### src/smt_consts.svh
// Register offsets, field positions and reset values of the measurement timer.
`ifndef SMT_CONSTS_SVH
`define SMT_CONSTS_SVH
`define SMT_OFS_CTRL0 12'h000
`define SMT_OFS_CTRL1 12'h004
`define SMT_OFS_STATUS 12'h008
`define SMT_OFS_CLKSEL 12'h00c
`define SMT_OFS_SIGSEL 12'h010
`define SMT_OFS_WINSEL 12'h014
`define SMT_OFS_COUNT 12'h018
`define SMT_OFS_PERIOD 12'h01c
`define SMT_OFS_WIDTH 12'h020
`define SMT_OFS_PCAP 12'h024
`define SMT_OFS_IRQFLAG 12'h028
`define SMT_OFS_IRQEN 12'h02c
`define SMT_C0_EN 7
`define SMT_C0_STP 5
`define SMT_C0_WINV 4
`define SMT_C0_SINV 3
`define SMT_C0_CINV 2
`define SMT_C1_GO 7
`define SMT_C1_REPEAT 6
`define SMT_ST_PERIOD_CAPTURE_UPDATE_REQUEST 7
`define SMT_ST_WIDTH_CAPTURE_UPDATE_REQUEST 6
`define SMT_ST_RST 4
`define SMT_ST_TS 2
`define SMT_ST_WS 1
`define SMT_ST_AS 0
`define SMT_IRQ_MATCH 0
`define SMT_IRQ_WIDTH 1
`define SMT_IRQ_PERIOD 2
`define SMT_RST_COUNT 24'h000000
`define SMT_RST_PERIOD 24'hffffff
`define SMT_COUNT_ONE 24'h000001
`endif

### src/smt_pkg.sv
// Types shared by the signal measurement timer.
package smt_pkg;
  typedef enum logic [3:0] {
    SMT_TIMER = 4'b0000,
    SMT_GATED_TIMER = 4'b0001,
    SMT_PERIOD_DUTY = 4'b0010,
    SMT_HIGH_LOW = 4'b0011,
    SMT_WINDOWED = 4'b0100,
    SMT_GATED_WINDOW = 4'b0101,
    SMT_TIME_OF_FLIGHT = 4'b0110,
    SMT_CAPTURE = 4'b0111,
    SMT_COUNTER = 4'b1000,
    SMT_GATED_COUNTER = 4'b1001,
    SMT_WINDOWED_COUNTER = 4'b1010
  } smt_mode_type;

  typedef struct packed {
    logic en;
    logic stop_at_period;
    logic window_invert;
    logic signal_invert;
    logic clock_invert;
    logic [1:0] prescale_select;
  } smt_ctrl_type;
endpackage

### src/smt_top.sv
// Signal measurement timer with its APB register file.
// Notes on behaviour
// [RQ1] 24-bit counter runs on the prescaled clock, which also paces input sampling; the three counter modes step on every bus clock instead.
// [RQ2] Software may invert the selected clock source before the counter uses it.
// [RQ3] Signal and window inputs each have their own software inversion.
// [RQ4] Writing the clear bit in status zeroes the counter.
// [RQ5] At period value the counter holds if stop-at-period, otherwise wraps to zero.
// [RQ6] Capture update bits copy the counter into width or period capture.
// [RQ7] Run flag follows run request through synchroniser delay, except in the three counter modes.
// [RQ8] Status shows the synchronised corrected signal level.
// [RQ9] Status shows the synchronised corrected window level.
// [RQ10] Single acquisition stops and clears run request; repeat keeps overwriting.
// [RQ11] Timer mode counts while running and ignores signal and window.
// [RQ12] Gated timer counts while signal high; width captured on signal fall.
// [RQ13] Period/duty: width on fall; period on rise, counter set to one.
// [RQ14] High/low: start on rise; fall captures width and resets; rise captures period.
// [RQ15] Windowed: start on window rise; next window rise captures period and resets.
// [RQ16] Gated window: count while signal high; later window rises capture period.
// [RQ17] Time of flight: window rise starts, signal rise captures period; repeat window width.
// [RQ18] Capture: free count; window rise captures period, window fall captures width.
// [RQ19] Counter: count signal pulses; window fall captures width.
// [RQ20] Gated counter: count pulses from window rise; window fall captures width.
// [RQ21] Windowed counter: window fall captures width, later window rises capture period.
// [RQ22] Width, period and match events set flags, each with its own enable.
// [RQ23] A mode field in the second control register selects among the eleven modes.
//
// Our own choices: the address map and register access over APB.
`timescale 1ns/1ns
`include "smt_consts.svh"
module smt_top
  import smt_pkg::*;
(
  // APB slave.
  input wire logic pclk,
  input wire logic presetn,
  input wire logic psel,
  input wire logic penable,
  input wire logic pwrite,
  input wire logic [11:0] paddr,
  input wire logic [31:0] pwdata,
  output logic [31:0] prdata,
  output logic pready,
  output logic pslverr,
  // Source candidates from the rest of the chip.
  input wire logic [7:0] clock_sources,
  input wire logic [31:0] signal_sources,
  input wire logic [31:0] window_sources,
  // Interrupt requests, each gated by its enable.
  output logic width_capture_irq,
  output logic period_capture_irq,
  output logic period_match_irq
);
  smt_ctrl_type ctrl_r;
  smt_mode_type mode_r;
  logic run_request_r;
  logic repeat_r;
  logic [2:0] clock_source_select_r;
  logic [4:0] signal_source_select_r;
  logic [4:0] window_source_select_r;
  logic [23:0] count_value_r;
  logic [23:0] period_match_value_r;
  logic [23:0] pulse_width_capture_r;
  logic [23:0] period_capture_r;
  logic [2:0] irq_flag_r;
  logic [2:0] irq_enable_r;
  logic [2:0] sync1_r, sync2_r, sync3_r, filt_r;
  logic [2:0] raw_in;
  logic clk_prev_r;
  logic [2:0] pre_cnt_r;
  logic [2:0] pre_mask;
  logic clk_edge, tick, step, counter_like;
  logic sig_q_r, sig_prev_r, win_q_r, win_prev_r;
  logic sig_rise, sig_fall, win_rise, win_fall;
  logic go_sync_r, run_state_r, running;
  logic armed_r, armed_nxt;
  logic [23:0] count_nxt;
  logic inc, cnt_load, cpw_load, cpr_load, acq_done;
  logic at_period, match_evt;
  logic wr, rd_setup, addr_ok, wr_status, wr_count;

  // Bus decode. Zero wait states; unmapped offsets answer with an error.
  assign wr = psel & penable & pwrite;
  assign rd_setup = psel & ~penable & ~pwrite;
  assign pready = 1'b1;
  always_comb begin
    unique case (paddr)
      `SMT_OFS_CTRL0, `SMT_OFS_CTRL1, `SMT_OFS_STATUS, `SMT_OFS_CLKSEL,
      `SMT_OFS_SIGSEL, `SMT_OFS_WINSEL, `SMT_OFS_COUNT, `SMT_OFS_PERIOD,
      `SMT_OFS_WIDTH, `SMT_OFS_PCAP, `SMT_OFS_IRQFLAG,
      `SMT_OFS_IRQEN: addr_ok = 1'b1;
      default: addr_ok = 1'b0;
    endcase
  end
  assign pslverr = psel & penable & ~addr_ok;
  assign wr_status = wr & (paddr == `SMT_OFS_STATUS);
  assign wr_count = wr & (paddr == `SMT_OFS_COUNT);

  // Source selection, then three flops; a change is taken only once the
  // last two agree, which filters a level caught mid-transition.
  assign raw_in[0] = clock_sources[clock_source_select_r];
  assign raw_in[1] = signal_sources[signal_source_select_r];
  assign raw_in[2] = window_sources[window_source_select_r];
  generate
    for (genvar i = 0; i < 3; i++) begin : g_sync
      always_ff @(posedge pclk or negedge presetn) begin
        if (!presetn) begin
          sync1_r[i] <= 1'b0;
          sync2_r[i] <= 1'b0;
          sync3_r[i] <= 1'b0;
          filt_r[i] <= 1'b0;
        end else begin
          sync1_r[i] <= raw_in[i];
          sync2_r[i] <= sync1_r[i];
          sync3_r[i] <= sync2_r[i];
          if (sync2_r[i] == sync3_r[i]) begin
            filt_r[i] <= sync3_r[i];
          end
        end
      end
    end
  endgenerate

  // Prescaled clock: one tick per 1, 2, 4 or 8 source edges.
  assign clk_edge = (filt_r[0] ^ ctrl_r.clock_invert) & ~clk_prev_r; // see [RQ2]
  assign pre_mask = 3'((4'h1 << ctrl_r.prescale_select) - 4'h1);
  assign tick = ctrl_r.en & clk_edge & (pre_cnt_r == pre_mask); // see [RQ1]
  always_ff @(posedge pclk or negedge presetn) begin
    if (!presetn) begin
      clk_prev_r <= 1'b0;
      pre_cnt_r <= 3'h0;
    end else begin
      clk_prev_r <= filt_r[0] ^ ctrl_r.clock_invert;
      if (!ctrl_r.en || tick) begin
        pre_cnt_r <= 3'h0;
      end else if (clk_edge) begin
        pre_cnt_r <= pre_cnt_r + 3'h1;
      end
    end
  end

  // Counter modes take the signal itself as time base, so they step on
  // every bus clock instead of on the prescaled tick.
  assign counter_like = (mode_r == SMT_COUNTER) ||
                        (mode_r == SMT_GATED_COUNTER) ||
                        (mode_r == SMT_WINDOWED_COUNTER);
  assign step = counter_like ? ctrl_r.en : tick; // see [RQ19]

  // Input sampling and run-state pipeline on the step. see [RQ1] [RQ3]
  always_ff @(posedge pclk or negedge presetn) begin
    if (!presetn) begin
      sig_q_r <= 1'b0;
      sig_prev_r <= 1'b0;
      win_q_r <= 1'b0;
      win_prev_r <= 1'b0;
      go_sync_r <= 1'b0;
      run_state_r <= 1'b0;
    end else if (step) begin
      sig_q_r <= filt_r[1] ^ ctrl_r.signal_invert;
      sig_prev_r <= sig_q_r;
      win_q_r <= filt_r[2] ^ ctrl_r.window_invert;
      win_prev_r <= win_q_r;
      go_sync_r <= run_request_r;
      run_state_r <= go_sync_r; // see [RQ7]
    end
  end
  assign running = counter_like ? run_request_r : run_state_r; // see [RQ7]
  assign sig_rise = sig_q_r & ~sig_prev_r;
  assign sig_fall = ~sig_q_r & sig_prev_r;
  assign win_rise = win_q_r & ~win_prev_r;
  assign win_fall = ~win_q_r & win_prev_r;
  assign at_period = (count_value_r == period_match_value_r);

  // Mode behaviour: decides increment, reload and captures for one step.
  always_comb begin
    inc = 1'b0;
    cnt_load = 1'b0;
    count_nxt = `SMT_RST_COUNT;
    cpw_load = 1'b0;
    cpr_load = 1'b0;
    acq_done = 1'b0;
    armed_nxt = armed_r;
    unique case (mode_r) // see [RQ23]
      SMT_TIMER: inc = 1'b1; // see [RQ11]
      SMT_GATED_TIMER: begin
        inc = sig_q_r; // see [RQ12]
        cpw_load = sig_fall;
        acq_done = sig_fall;
      end
      SMT_PERIOD_DUTY: begin
        inc = 1'b1; // see [RQ13]
        cpw_load = sig_fall;
        if (sig_rise) begin
          cpr_load = 1'b1;
          cnt_load = 1'b1;
          count_nxt = `SMT_COUNT_ONE;
          acq_done = 1'b1;
        end
      end
      SMT_HIGH_LOW: begin
        inc = armed_r; // see [RQ14]
        if (!armed_r) begin
          armed_nxt = sig_rise;
          cnt_load = sig_rise;
        end else if (sig_fall) begin
          cpw_load = 1'b1;
          cnt_load = 1'b1;
        end else if (sig_rise) begin
          cpr_load = 1'b1;
          cnt_load = 1'b1;
          acq_done = 1'b1;
        end
      end
      SMT_WINDOWED, SMT_GATED_WINDOW: begin
        inc = armed_r & ((mode_r == SMT_WINDOWED) | sig_q_r); // see [RQ16]
        if (win_rise) begin
          armed_nxt = 1'b1; // see [RQ15]
          cnt_load = 1'b1;
          cpr_load = armed_r;
          acq_done = armed_r;
        end
      end
      SMT_TIME_OF_FLIGHT: begin
        inc = armed_r; // see [RQ17]
        if (win_rise) begin
          armed_nxt = 1'b1;
          cnt_load = 1'b1;
          cpw_load = armed_r;
        end else if (armed_r && sig_rise) begin
          armed_nxt = 1'b0;
          cnt_load = 1'b1;
          cpr_load = 1'b1;
          acq_done = 1'b1;
        end
      end
      SMT_CAPTURE: begin
        inc = 1'b1; // see [RQ18]
        cpr_load = win_rise;
        cpw_load = win_fall;
        acq_done = win_rise;
      end
      SMT_COUNTER: begin
        inc = sig_rise; // see [RQ19]
        cpw_load = win_fall;
        acq_done = win_fall;
      end
      SMT_GATED_COUNTER: begin
        inc = armed_r & win_q_r & sig_rise; // see [RQ20]
        if (win_rise) begin
          armed_nxt = 1'b1;
        end else if (armed_r && win_fall) begin
          armed_nxt = 1'b0;
          cpw_load = 1'b1;
          acq_done = 1'b1;
        end
      end
      SMT_WINDOWED_COUNTER: begin
        inc = armed_r & sig_rise; // see [RQ21]
        if (win_rise) begin
          armed_nxt = 1'b1;
          cnt_load = armed_r;
          cpr_load = armed_r;
          acq_done = armed_r;
        end
        cpw_load = armed_r & win_fall;
      end
      default: inc = 1'b1;
    endcase
    if (!(step && running && run_request_r)) begin // see [RQ10]
      inc = 1'b0;
      cnt_load = 1'b0;
      cpw_load = 1'b0;
      cpr_load = 1'b0;
      acq_done = 1'b0;
      armed_nxt = running & armed_r;
    end
  end
  assign match_evt = inc & ~cnt_load & at_period;

  // Counter: software clear first, then software write, then hardware.
  always_ff @(posedge pclk or negedge presetn) begin
    if (!presetn) begin
      count_value_r <= `SMT_RST_COUNT;
    end else if (wr_status && pwdata[`SMT_ST_RST]) begin
      count_value_r <= `SMT_RST_COUNT; // see [RQ4]
    end else if (wr_count) begin
      count_value_r <= pwdata[23:0];
    end else if (cnt_load) begin
      count_value_r <= count_nxt;
    end else if (match_evt) begin
      if (!ctrl_r.stop_at_period) begin
        count_value_r <= `SMT_RST_COUNT; // see [RQ5] [RQ11]
      end
    end else if (inc) begin
      count_value_r <= count_value_r + `SMT_COUNT_ONE;
    end
  end

  always_ff @(posedge pclk or negedge presetn) begin
    if (!presetn) begin
      armed_r <= 1'b0;
    end else begin
      armed_r <= armed_nxt;
    end
  end

  // Capture registers; software update requests act like hardware loads.
  always_ff @(posedge pclk or negedge presetn) begin
    if (!presetn) begin
      pulse_width_capture_r <= `SMT_RST_COUNT;
      period_capture_r <= `SMT_RST_COUNT;
    end else begin
      if (cpw_load || (wr_status && pwdata[`SMT_ST_WIDTH_CAPTURE_UPDATE_REQUEST])) begin
        pulse_width_capture_r <= count_value_r; // see [RQ6]
      end
      if (cpr_load || (wr_status && pwdata[`SMT_ST_PERIOD_CAPTURE_UPDATE_REQUEST])) begin
        period_capture_r <= count_value_r; // see [RQ6]
      end
    end
  end

  // Interrupt flags: hardware set wins over a write-one-to-clear.
  always_ff @(posedge pclk or negedge presetn) begin
    if (!presetn) begin
      irq_flag_r <= 3'h0;
    end else begin
      if (wr && paddr == `SMT_OFS_IRQFLAG) begin
        irq_flag_r <= irq_flag_r & ~pwdata[2:0];
      end
      if (match_evt) begin
        irq_flag_r[`SMT_IRQ_MATCH] <= 1'b1; // see [RQ22]
      end
      if (cpw_load) begin
        irq_flag_r[`SMT_IRQ_WIDTH] <= 1'b1; // see [RQ22]
      end
      if (cpr_load) begin
        irq_flag_r[`SMT_IRQ_PERIOD] <= 1'b1; // see [RQ22]
      end
    end
  end
  assign period_match_irq = irq_flag_r[`SMT_IRQ_MATCH] &
                            irq_enable_r[`SMT_IRQ_MATCH];
  assign width_capture_irq = irq_flag_r[`SMT_IRQ_WIDTH] &
                             irq_enable_r[`SMT_IRQ_WIDTH];
  assign period_capture_irq = irq_flag_r[`SMT_IRQ_PERIOD] &
                              irq_enable_r[`SMT_IRQ_PERIOD];

  // Control registers. A completed single acquisition drops the run
  // request, and it overrides a software write in the same cycle.
  always_ff @(posedge pclk or negedge presetn) begin
    if (!presetn) begin
      ctrl_r <= '0;
      mode_r <= SMT_TIMER;
      run_request_r <= 1'b0;
      repeat_r <= 1'b0;
      clock_source_select_r <= 3'h0;
      signal_source_select_r <= 5'h00;
      window_source_select_r <= 5'h00;
      period_match_value_r <= `SMT_RST_PERIOD;
      irq_enable_r <= 3'h0;
    end else begin
      if (wr) begin
        unique case (paddr)
          `SMT_OFS_CTRL0: ctrl_r <= {pwdata[`SMT_C0_EN],
                                     pwdata[`SMT_C0_STP:`SMT_C0_CINV],
                                     pwdata[1:0]};
          `SMT_OFS_CTRL1: begin
            run_request_r <= pwdata[`SMT_C1_GO];
            repeat_r <= pwdata[`SMT_C1_REPEAT];
            mode_r <= smt_mode_type'(pwdata[3:0]); // see [RQ23]
          end
          `SMT_OFS_CLKSEL: clock_source_select_r <= pwdata[2:0];
          `SMT_OFS_SIGSEL: signal_source_select_r <= pwdata[4:0];
          `SMT_OFS_WINSEL: window_source_select_r <= pwdata[4:0];
          `SMT_OFS_PERIOD: period_match_value_r <= pwdata[23:0];
          `SMT_OFS_IRQEN: irq_enable_r <= pwdata[2:0];
          default: ;
        endcase
      end
      if (acq_done && !repeat_r) begin
        run_request_r <= 1'b0; // see [RQ10]
      end
    end
  end

  // Read data is taken in the setup phase and held through the access.
  always_ff @(posedge pclk or negedge presetn) begin
    if (!presetn) begin
      prdata <= 32'h0000_0000;
    end else if (rd_setup) begin
      unique case (paddr)
        `SMT_OFS_CTRL0: prdata <= {24'h0, ctrl_r.en, 1'b0,
                                   ctrl_r[5:0]};
        `SMT_OFS_CTRL1: prdata <= {24'h0, run_request_r, repeat_r,
                                   2'h0, mode_r};
        `SMT_OFS_STATUS: prdata <= {29'h0, running, win_q_r,
                                    sig_q_r}; // see [RQ8] [RQ9]
        `SMT_OFS_CLKSEL: prdata <= {29'h0, clock_source_select_r};
        `SMT_OFS_SIGSEL: prdata <= {27'h0, signal_source_select_r};
        `SMT_OFS_WINSEL: prdata <= {27'h0, window_source_select_r};
        `SMT_OFS_COUNT: prdata <= {8'h0, count_value_r};
        `SMT_OFS_PERIOD: prdata <= {8'h0, period_match_value_r};
        `SMT_OFS_WIDTH: prdata <= {8'h0, pulse_width_capture_r};
        `SMT_OFS_PCAP: prdata <= {8'h0, period_capture_r};
        `SMT_OFS_IRQFLAG: prdata <= {29'h0, irq_flag_r};
        `SMT_OFS_IRQEN: prdata <= {29'h0, irq_enable_r};
        default: prdata <= 32'h0000_0000;
      endcase
    end
  end
endmodule

### config.mk
export PLATFORM = sky130hd
export DESIGN_NAME = smt_top
export DESIGN_NICKNAME = d
export VERILOG_FILES = /design/src/smt_pkg.sv /design/src/smt_top.sv
export VERILOG_INCLUDE_DIRS = /design/src
export SDC_FILE = /design/constraint.sdc
export NUM_CORES = 1
export LEC_CHECK = 0
export BUFFER_PORTS_ARGS = -buffer_cell sky130_fd_sc_hd__buf_2
export CORE_MARGIN = 2
export CORE_UTILIZATION = 53
export CTS_BUF_LIST = sky130_fd_sc_hd__clkbuf_2
export CTS_CLUSTER_SIZE = 25
export DETAILED_ROUTE_END_ITERATION = 10
export MAX_ROUTING_LAYER = met4
export PLACE_DENSITY = 0.75
export SETUP_SLACK_MARGIN = 0.2
export SLEW_MARGIN = 20
export SYNTH_ARGS = -nofsm -noshare
export SYNTH_HDL_FRONTEND = slang
export SYNTH_SLANG_ARGS = --single-unit
### constraint.sdc
create_clock -name pclk -period 2.9 [get_ports pclk]
set_input_delay 0.29 -clock pclk [delete_from_list [all_inputs] [get_ports pclk]]
set_output_delay 0.29 -clock pclk [all_outputs]
set_load 0.03 [all_outputs]
# After elaboration in Yosys (flattened, before gate mapping)
# Cells that the tools add are included.
op_classes:
  add_sub_neg: 3
  order_cmp: 3
  eq_ne: 31
  n_shift: 1
  mux: 59
  n_bitwise: 40
  reduce_logical: 40
ops:
  columns: ["cell", "count"]
  rows:
  - ["case mux 24 bit (12 select lines)", 1]
  - ["2-to-1 mux 24 bit", 6]
  - ["== test 12 x 5 -> 1 bit, second input constant", 4]
  - ["== test 12 x 6 -> 1 bit, second input constant", 4]
  - ["2-to-1 mux 1 bit", 40]
  - ["bitwise AND 1 bit", 25]
  - ["adder 24 x 1 -> 24 bit, second input constant", 1]
  - ["== test 12 x 4 -> 1 bit, second input constant", 2]
  - ["== test 24 bit", 1]
  - ["AND reduction 2 bit", 9]
  - ["== test 4 x 3 -> 1 bit, second input constant", 4]
  - ["== test 12 x 3 -> 1 bit, second input constant", 1]
  - ["== test 4 bit, second input constant", 3]
  - ["zero test 12 bit", 1]
  - ["< comparator 5 x 6 -> 1 bit, second input constant", 2]
  - ["case mux 1 bit (6 select lines)", 2]
  - ["nonzero test 2 bit", 6]
  - ["OR reduction 12 bit", 1]
  - ["binary-select mux 1 bit (select 5 bit)", 2]
  - ["inequality test 5 x 3 -> 1 bit, second input constant", 2]
  - ["case mux 1 bit (5 select lines)", 2]
  - ["logical AND 1 bit", 9]
  - ["2-to-1 mux 3 bit", 3]
  - ["NOT 1 bit", 9]
  - ["23 further kinds", 37]
word_totals:
  register_bits: 183
  out_inout_bits: 37
  elab_cells: 219

# Longest topological paths before layout
depth:
  ltp_word: 15
  mapped_depth: 13
  ltp_nobuf: 9

# Least setup slack after synthesis
# OpenSTA, ideal clock, no wires.
synth_timing:
  path_kind: "register to register"
  from: "reg sig_q_r"
  to: "reg count_value_r[11]"
  setup_ns: 0.137
  arrival_time_ns: 2.226
  required_ns: 2.763
  slack_ns: 0.536
  path_stages_with_launch: 13
  path_buffers: 4
  synth_period_minus_slack_ns: 2.364
  path_cell_list: "dfrtp_1 ha_1 clkbuf_1 nand2b_1 a21oi_1 a2111oi_2 and4_1 buf_4 nand3_1 buf_2 buf_4 nand3_1 o211ai_1"
synth_between:
  elab_chain_cells: 13
  elab_cells_between_ends: 27
  classes_between: "eq/ne: 1; mux: 13; bitwise: 10; reduce/logical: 3"
synth_lines:
  columns: ["element", "line_no", "text"]
  rows:
  - ["start: declaration", "smt_top.sv:72", "logic sig_q_r, sig_prev_r, win_q_r, win_prev_r;"]
  - ["start signal: assignment", "smt_top.sv:158", "sig_q_r <= filt_r[1] ^ ctrl_r.signal_invert;"]
  - ["bitwise AND 1 bit or NOT 1 bit (tied branches)", "smt_top.sv:167, smt_top.sv:168", null]
  - ["2-to-1 mux 1 bit, or another cell as far along", "smt_top.sv:192, smt_top.sv:207", null]
  - ["2-to-1 mux 1 bit (on tied branches)", "smt_top.sv:204, smt_top.sv:228", null]
  - ["2-to-1 mux 1 bit (on tied branches)", "smt_top.sv:201, smt_top.sv:224", null]
  - ["case mux 1 bit (5 select lines)", "smt_top.sv:182", "unique case (mode_r)"]
  - ["2-to-1 mux 1 bit", "smt_top.sv:268", "if (!(step && running && run_request_r)) begin"]
  - ["NOT 1 bit", "smt_top.sv:277", "assign match_evt = inc & ~cnt_load & at_period;"]
  - ["bitwise AND 1 bit (2 in a row)", "smt_top.sv:277", null]
  - ["2-to-1 mux 24 bit", "smt_top.sv:289", "end else if (match_evt) begin"]
  - ["2-to-1 mux 24 bit", "smt_top.sv:287", "end else if (cnt_load) begin"]
  - ["2-to-1 mux 24 bit", "smt_top.sv:285", "end else if (wr_count) begin"]
  - ["2-to-1 mux 24 bit", "smt_top.sv:283", "end else if (wr_status && pwdata[`SMT_ST_RST]) begin"]
  - ["end signal: assignment", "smt_top.sv:284", "count_value_r <= `SMT_RST_COUNT;"]
  - ["end signal: assignment", "smt_top.sv:286", "count_value_r <= pwdata[23:0];"]
  - ["end signal: assignment", "smt_top.sv:288", "count_value_r <= count_nxt;"]
  - ["end: declaration", "smt_top.sv:60", "logic [23:0] count_value_r;"]
# Several ways; a longest one is shown, not always the timed one.
# A chain may end at the register's enable or synchronous reset.

# Worst setup path in the final report
layout_timing:
  from: "reg count_value_r[14]"
  to: "reg count_value_r[7]"
layout_between:
  elab_chain_cells: 6
  elab_cells_between_ends: 9
  classes_between: "eq/ne: 2; mux: 4; bitwise: 1; reduce/logical: 2"
layout_lines:
  columns: ["element", "line_no", "text"]
  rows:
  - ["start signal: assignment", "smt_top.sv:282", "count_value_r <= `SMT_RST_COUNT;"]
  - ["start signal: assignment", "smt_top.sv:284", null]
  - ["start signal: assignment", "smt_top.sv:286", null]
  - ["== test 24 bit *", "smt_top.sv:171", "assign at_period = (count_value_r == period_match_value_r);"]
  - ["bitwise AND 1 bit *", "smt_top.sv:277", null]
  - ["2-to-1 mux 24 bit", "smt_top.sv:289", null]
  - ["2-to-1 mux 24 bit", "smt_top.sv:287", null]
  - ["2-to-1 mux 24 bit", "smt_top.sv:285", null]
  - ["2-to-1 mux 24 bit", "smt_top.sv:283", null]
# Mark *: on every way between the ends. The rest lies on a longest branch, timed or not.

==> summary.md <==
| Metric | Value |
|---|---|
| R2r setup slk | `280 ps` |
| Tightest Hold Check Type | `input port to register` |
| Crit path time final | `2620 ps` |
| Post-synthesis adder-cell area fraction | `0.00774` |
| Worst Hold End | `sync1_r[1]` |
| Final Hold Vio Count | `0` |
| Synth cell types | `76` |
| Compound-Gate Fraction of Synth Area | `0.161` |
| Launch point of the worst reg-to-reg path | `count_value_r[14]` |
| Outcome | `completed` |
| Total CTS buffers | `17` |
| Hold path cells | `4` |
| Worst rel slew slack | `0.565` |
| Comb power frac | `0.072` |
| Fmax | `0.382 GHz` |
| DIE HEIGHT | `144 um` |
| Via count | `8548` |
| Synth cell count leaders | `151 x dfrtp_1, 50 x nand2_1, 45 x a22oi_1, 40 x mux2_4, 35 x nand3_1` |
| CTS Buffer Depth | `2` |
| Ys Warns | `0` |
| Mapped Cells | `907` |
| Yosys top cell area share | `0.365` |
| P_sw | `1.07 mW` |
| Starting density of the core | `0.535` |
| Sw frac | `0.275` |
| CTS Sinks | `175` |
| Grt ovf | `0` |
| Top cells by area, synth | `dfrtp_1 37%, dfstp_2 6.1%, mux2_4 5.8%` |
| Max-cap violations | `0` |
| Hpwl dp | `20600 um` |
| Vias per cell | `6.21` |
| Die width | `144 um` |
| Power Internal | `2.83 mW` |
| Lkg Pwr | `5.48 nW` |
| Min-Delay Startpoint | `signal_sources[14]` |
| Initial antenna violation count | `1` |
| Tot GR Track Use | `0.298` |
| Synth area leader | `dfrtp_1` |
| Post-synthesis mux area share | `0.179` |
| Most common flop cell mapped by yosys | `dfrtp_1` |
| IO Count | `158` |
| Final #Nets | `1222` |
| VDD IR max | `0.222 mV` |
| # setup viols final | `0` |
| Row cnt | `51` |
| Post-synthesis sequential area ratio | `0.426` |
| Crit path capture type | `register` |
| CTS clk-pin slew, worst paths | `270 ps` |
| Avg Cell Area, Syn | `11.4 um2` |
| Total Wirelength | `28800 um` |
| Unrepaired setup endpoints after global routing | `true` |
| Overall power | `3.90 mW` |
| Die area | `20600 um2` |
| Clock Latency Late Sink | `780 ps` |
| Clk pwr share | `0.293` |
| Simple-gate share of the synthesized area | `0.134` |
| Power density over cell area | `322 nW/um2` |
| Placer Congestion | `0.952` |
| Setup_tns | `0 ps` |
| First-pass DRT Iterations | `5` |
| WP data arrival | `3300 ps` |
| Synth Area in XOR/XNOR | `0.0356` |
| Initial drt markers | `965` |
| Largest net degree at the start of global routing | `54` |
| Share of cells above drive strength 1 | `0.377` |
| PortBufs | `140` |
| Drc violations | `0` |
| Root Driver | `clkbuf_2` |
| First-pass GRT wire length | `45600 um` |
| CP Launch Type | `register` |
| Worst Tran Pin Value | `648 ps` |
| Largest family of logic cells by synthesized area | `multiplexers` |
| Critical path type | `register to register` |
| CP max FO | `29` |
| Tcrit/Tclk final | `0.902` |
| Required time worst endpoint | `3580 ps` |
| Top-count cell post-synth | `dfrtp_1` |
| EDFF count, synth | `0` |
| CTS tree | `built` |
| Final Slew Violations | `0` |
| Area Overhead vs Synth | `17.0%` |
| Sequential Power Share | `0.634` |
| Worst reg-to-reg path cell count | `8` |
| #FFs+latches synth | `175` |
| Layout Utilization | `0.626` |
| WL per Instance | `20.9 um` |
| Post-route ant nets | `0` |
| Critical R2R Capture | `count_value_r[7]` |
| Clock Skews | `33.1 ps` |
| Htree depth | `4` |
| Post-synth ARST share | `1.00` |
| Synthesized area | `10300 um2` |
| Area of the core | `19300 um2` |
| Vias in the first global route | `8304` |
## layout make-up
| type | count | area [um2] |
|---|---|---|
| Timing Repair Buffer | 253 | 1670 |
| Sequential cell | 175 | 4420 |
| Antenna cell | 1 | 2.50 |
| Tap cell | 265 | 332 |
| Inverter | 11 | 41.3 |
| Clock buffer | 17 | 85.1 |
| Multi-Input combinational cell | 639 | 5440 |
| Fill cell | 1557 | 7230 |
| Clock inverter | 15 | 113 |
## power groups by stage
stage	combinational, mW	sequential, mW	clock (mW)
CTS	0.282	2.47	1.17
detailed placement	0.248	2.51	0
global route	0.310	2.48	1.25
floorplan	0.0903	2.51	0
finish	0.283	2.47	1.14
global placement	0.242	2.51	0
## routing by layer
metal | global-route usage | routed length (um)
met1 | 0.412 | 12100
met2 | 0.448 | 13600
met3 | 0.0520 | 2320
met4 | 0.101 | 786
met5 | - | 0
## registers in the layout, indices dropped and copies added (netlist names), 3 cells and up
signal	flops
prdata	24
ctrl_r	7
filt_r	3
sync1_r	3
irq_flag_r	3
sync2_r	3
signal_source_select_r	5
period_match_value_r	24
sync3_r	3
pre_cnt_r	3
pulse_width_capture_r	24
period_capture_r	24
irq_enable_r	3
clock_source_select_r	3
count_value_r	24
window_source_select_r	5
mode_r	4
## cell families after synthesis
| family | count (synthesis) |
|---|---|
| compound gates | 207 |
| xor+xnor | 42 |
| fa+ha+maj | 7 |
| buf+inv | 100 |
| flops | 175 |
| mux | 129 |
| other cells | 2 |
| simple gates | 245 |
## cell usage in the layout, fill, tap and decap left out, types with 6 or more instances in the layout
| cell type | Yosys | final |
|---|---|---|
| buf_4 | 12 | 78 |
| mux2_4 | 40 | 40 |
| dfrtp_1 | 151 | 146 |
| a22o_1 | 32 | 32 |
| nand2b_1 | 7 | 7 |
| buf_2 | 34 | 139 |
| inv_1 | 11 | 11 |
| xnor2_1 | 27 | 27 |
| o211ai_1 | 6 | 6 |
| dfstp_2 | 24 | 24 |
| mux2_1 | 31 | 31 |
| nand4_1 | 27 | 27 |
| dlygate4sd3_1 | 0 | 32 |
| nor2b_1 | 13 | 13 |
| mux2_2 | 34 | 34 |
| mux4_2 | 22 | 22 |
| a21oi_2 | 5 | 6 |
| a22oi_1 | 45 | 45 |
| and2_1 | 12 | 12 |
| o31ai_1 | 10 | 10 |
| o21ai_0 | 13 | 13 |
| nor3_1 | 10 | 9 |
| nand3_1 | 35 | 35 |
| a221oi_1 | 10 | 10 |
| xor2_1 | 15 | 15 |
| and3_1 | 17 | 17 |
| a311oi_1 | 7 | 7 |
| conb_1 | 2 | 9 |
| nor2_1 | 32 | 30 |
| nand2_1 | 50 | 50 |
| a21oi_1 | 18 | 17 |
| clkbuf_2 | 1 | 17 |
| o221ai_2 | 6 | 6 |
| a32oi_1 | 19 | 19 |
## per-stage QoR
| step | area, um2 | hold slack (ps) | std cells | setup slack (ps) |
|---|---|---|---|---|
| after global placement | 11500 | 307 | 1302 | 283 |
| after detailed placement | 11500 | 313 | 1302 | 239 |
| after CTS | 12000 | 102 | 1366 | 249 |
| after global routing | 12100 | 110 | 1376 | 166 |
| after floorplan | 10400 | -5.59 | 914 | 536 |
| final | 12100 | 150 | 1376 | 284 |
## critical path, cell delays in order, from the launching register on
cell and delay (ps):
dfrtp_1 540, xnor2_1 340, nand4_1 210, nor4_1 360, and4_2 340, nand3_1 140
buf_12 200, a32oi_1 250, o211ai_1 120
## timing repair
item,4_1_cts,5_1_grt
hold buffers,32,0
buffers inserted,0,9
gates resized for setup,4,7
pin swaps,0,1
hold endpoints to repair,204,0
endpoints found under the setup margin,5,34
gates cloned,0,0
## how the worst max path moves through the flow
stage	to	startpoint	depth (start not counted)	slack (ps)
after CTS	count_value_r[7]	sig_q_r	11	250
after global routing	count_value_r[5]	sig_q_r	11	170
after floorplan	count_value_r[11]	sig_q_r	12	540
after global placement	count_value_r[6]	mode_r[0]	9	280
after detailed placement	count_value_r[7]	mode_r[0]	9	240
final	count_value_r[7]	count_value_r[14]	8	280
No activity file was read; power rests on OpenSTA's default activity.
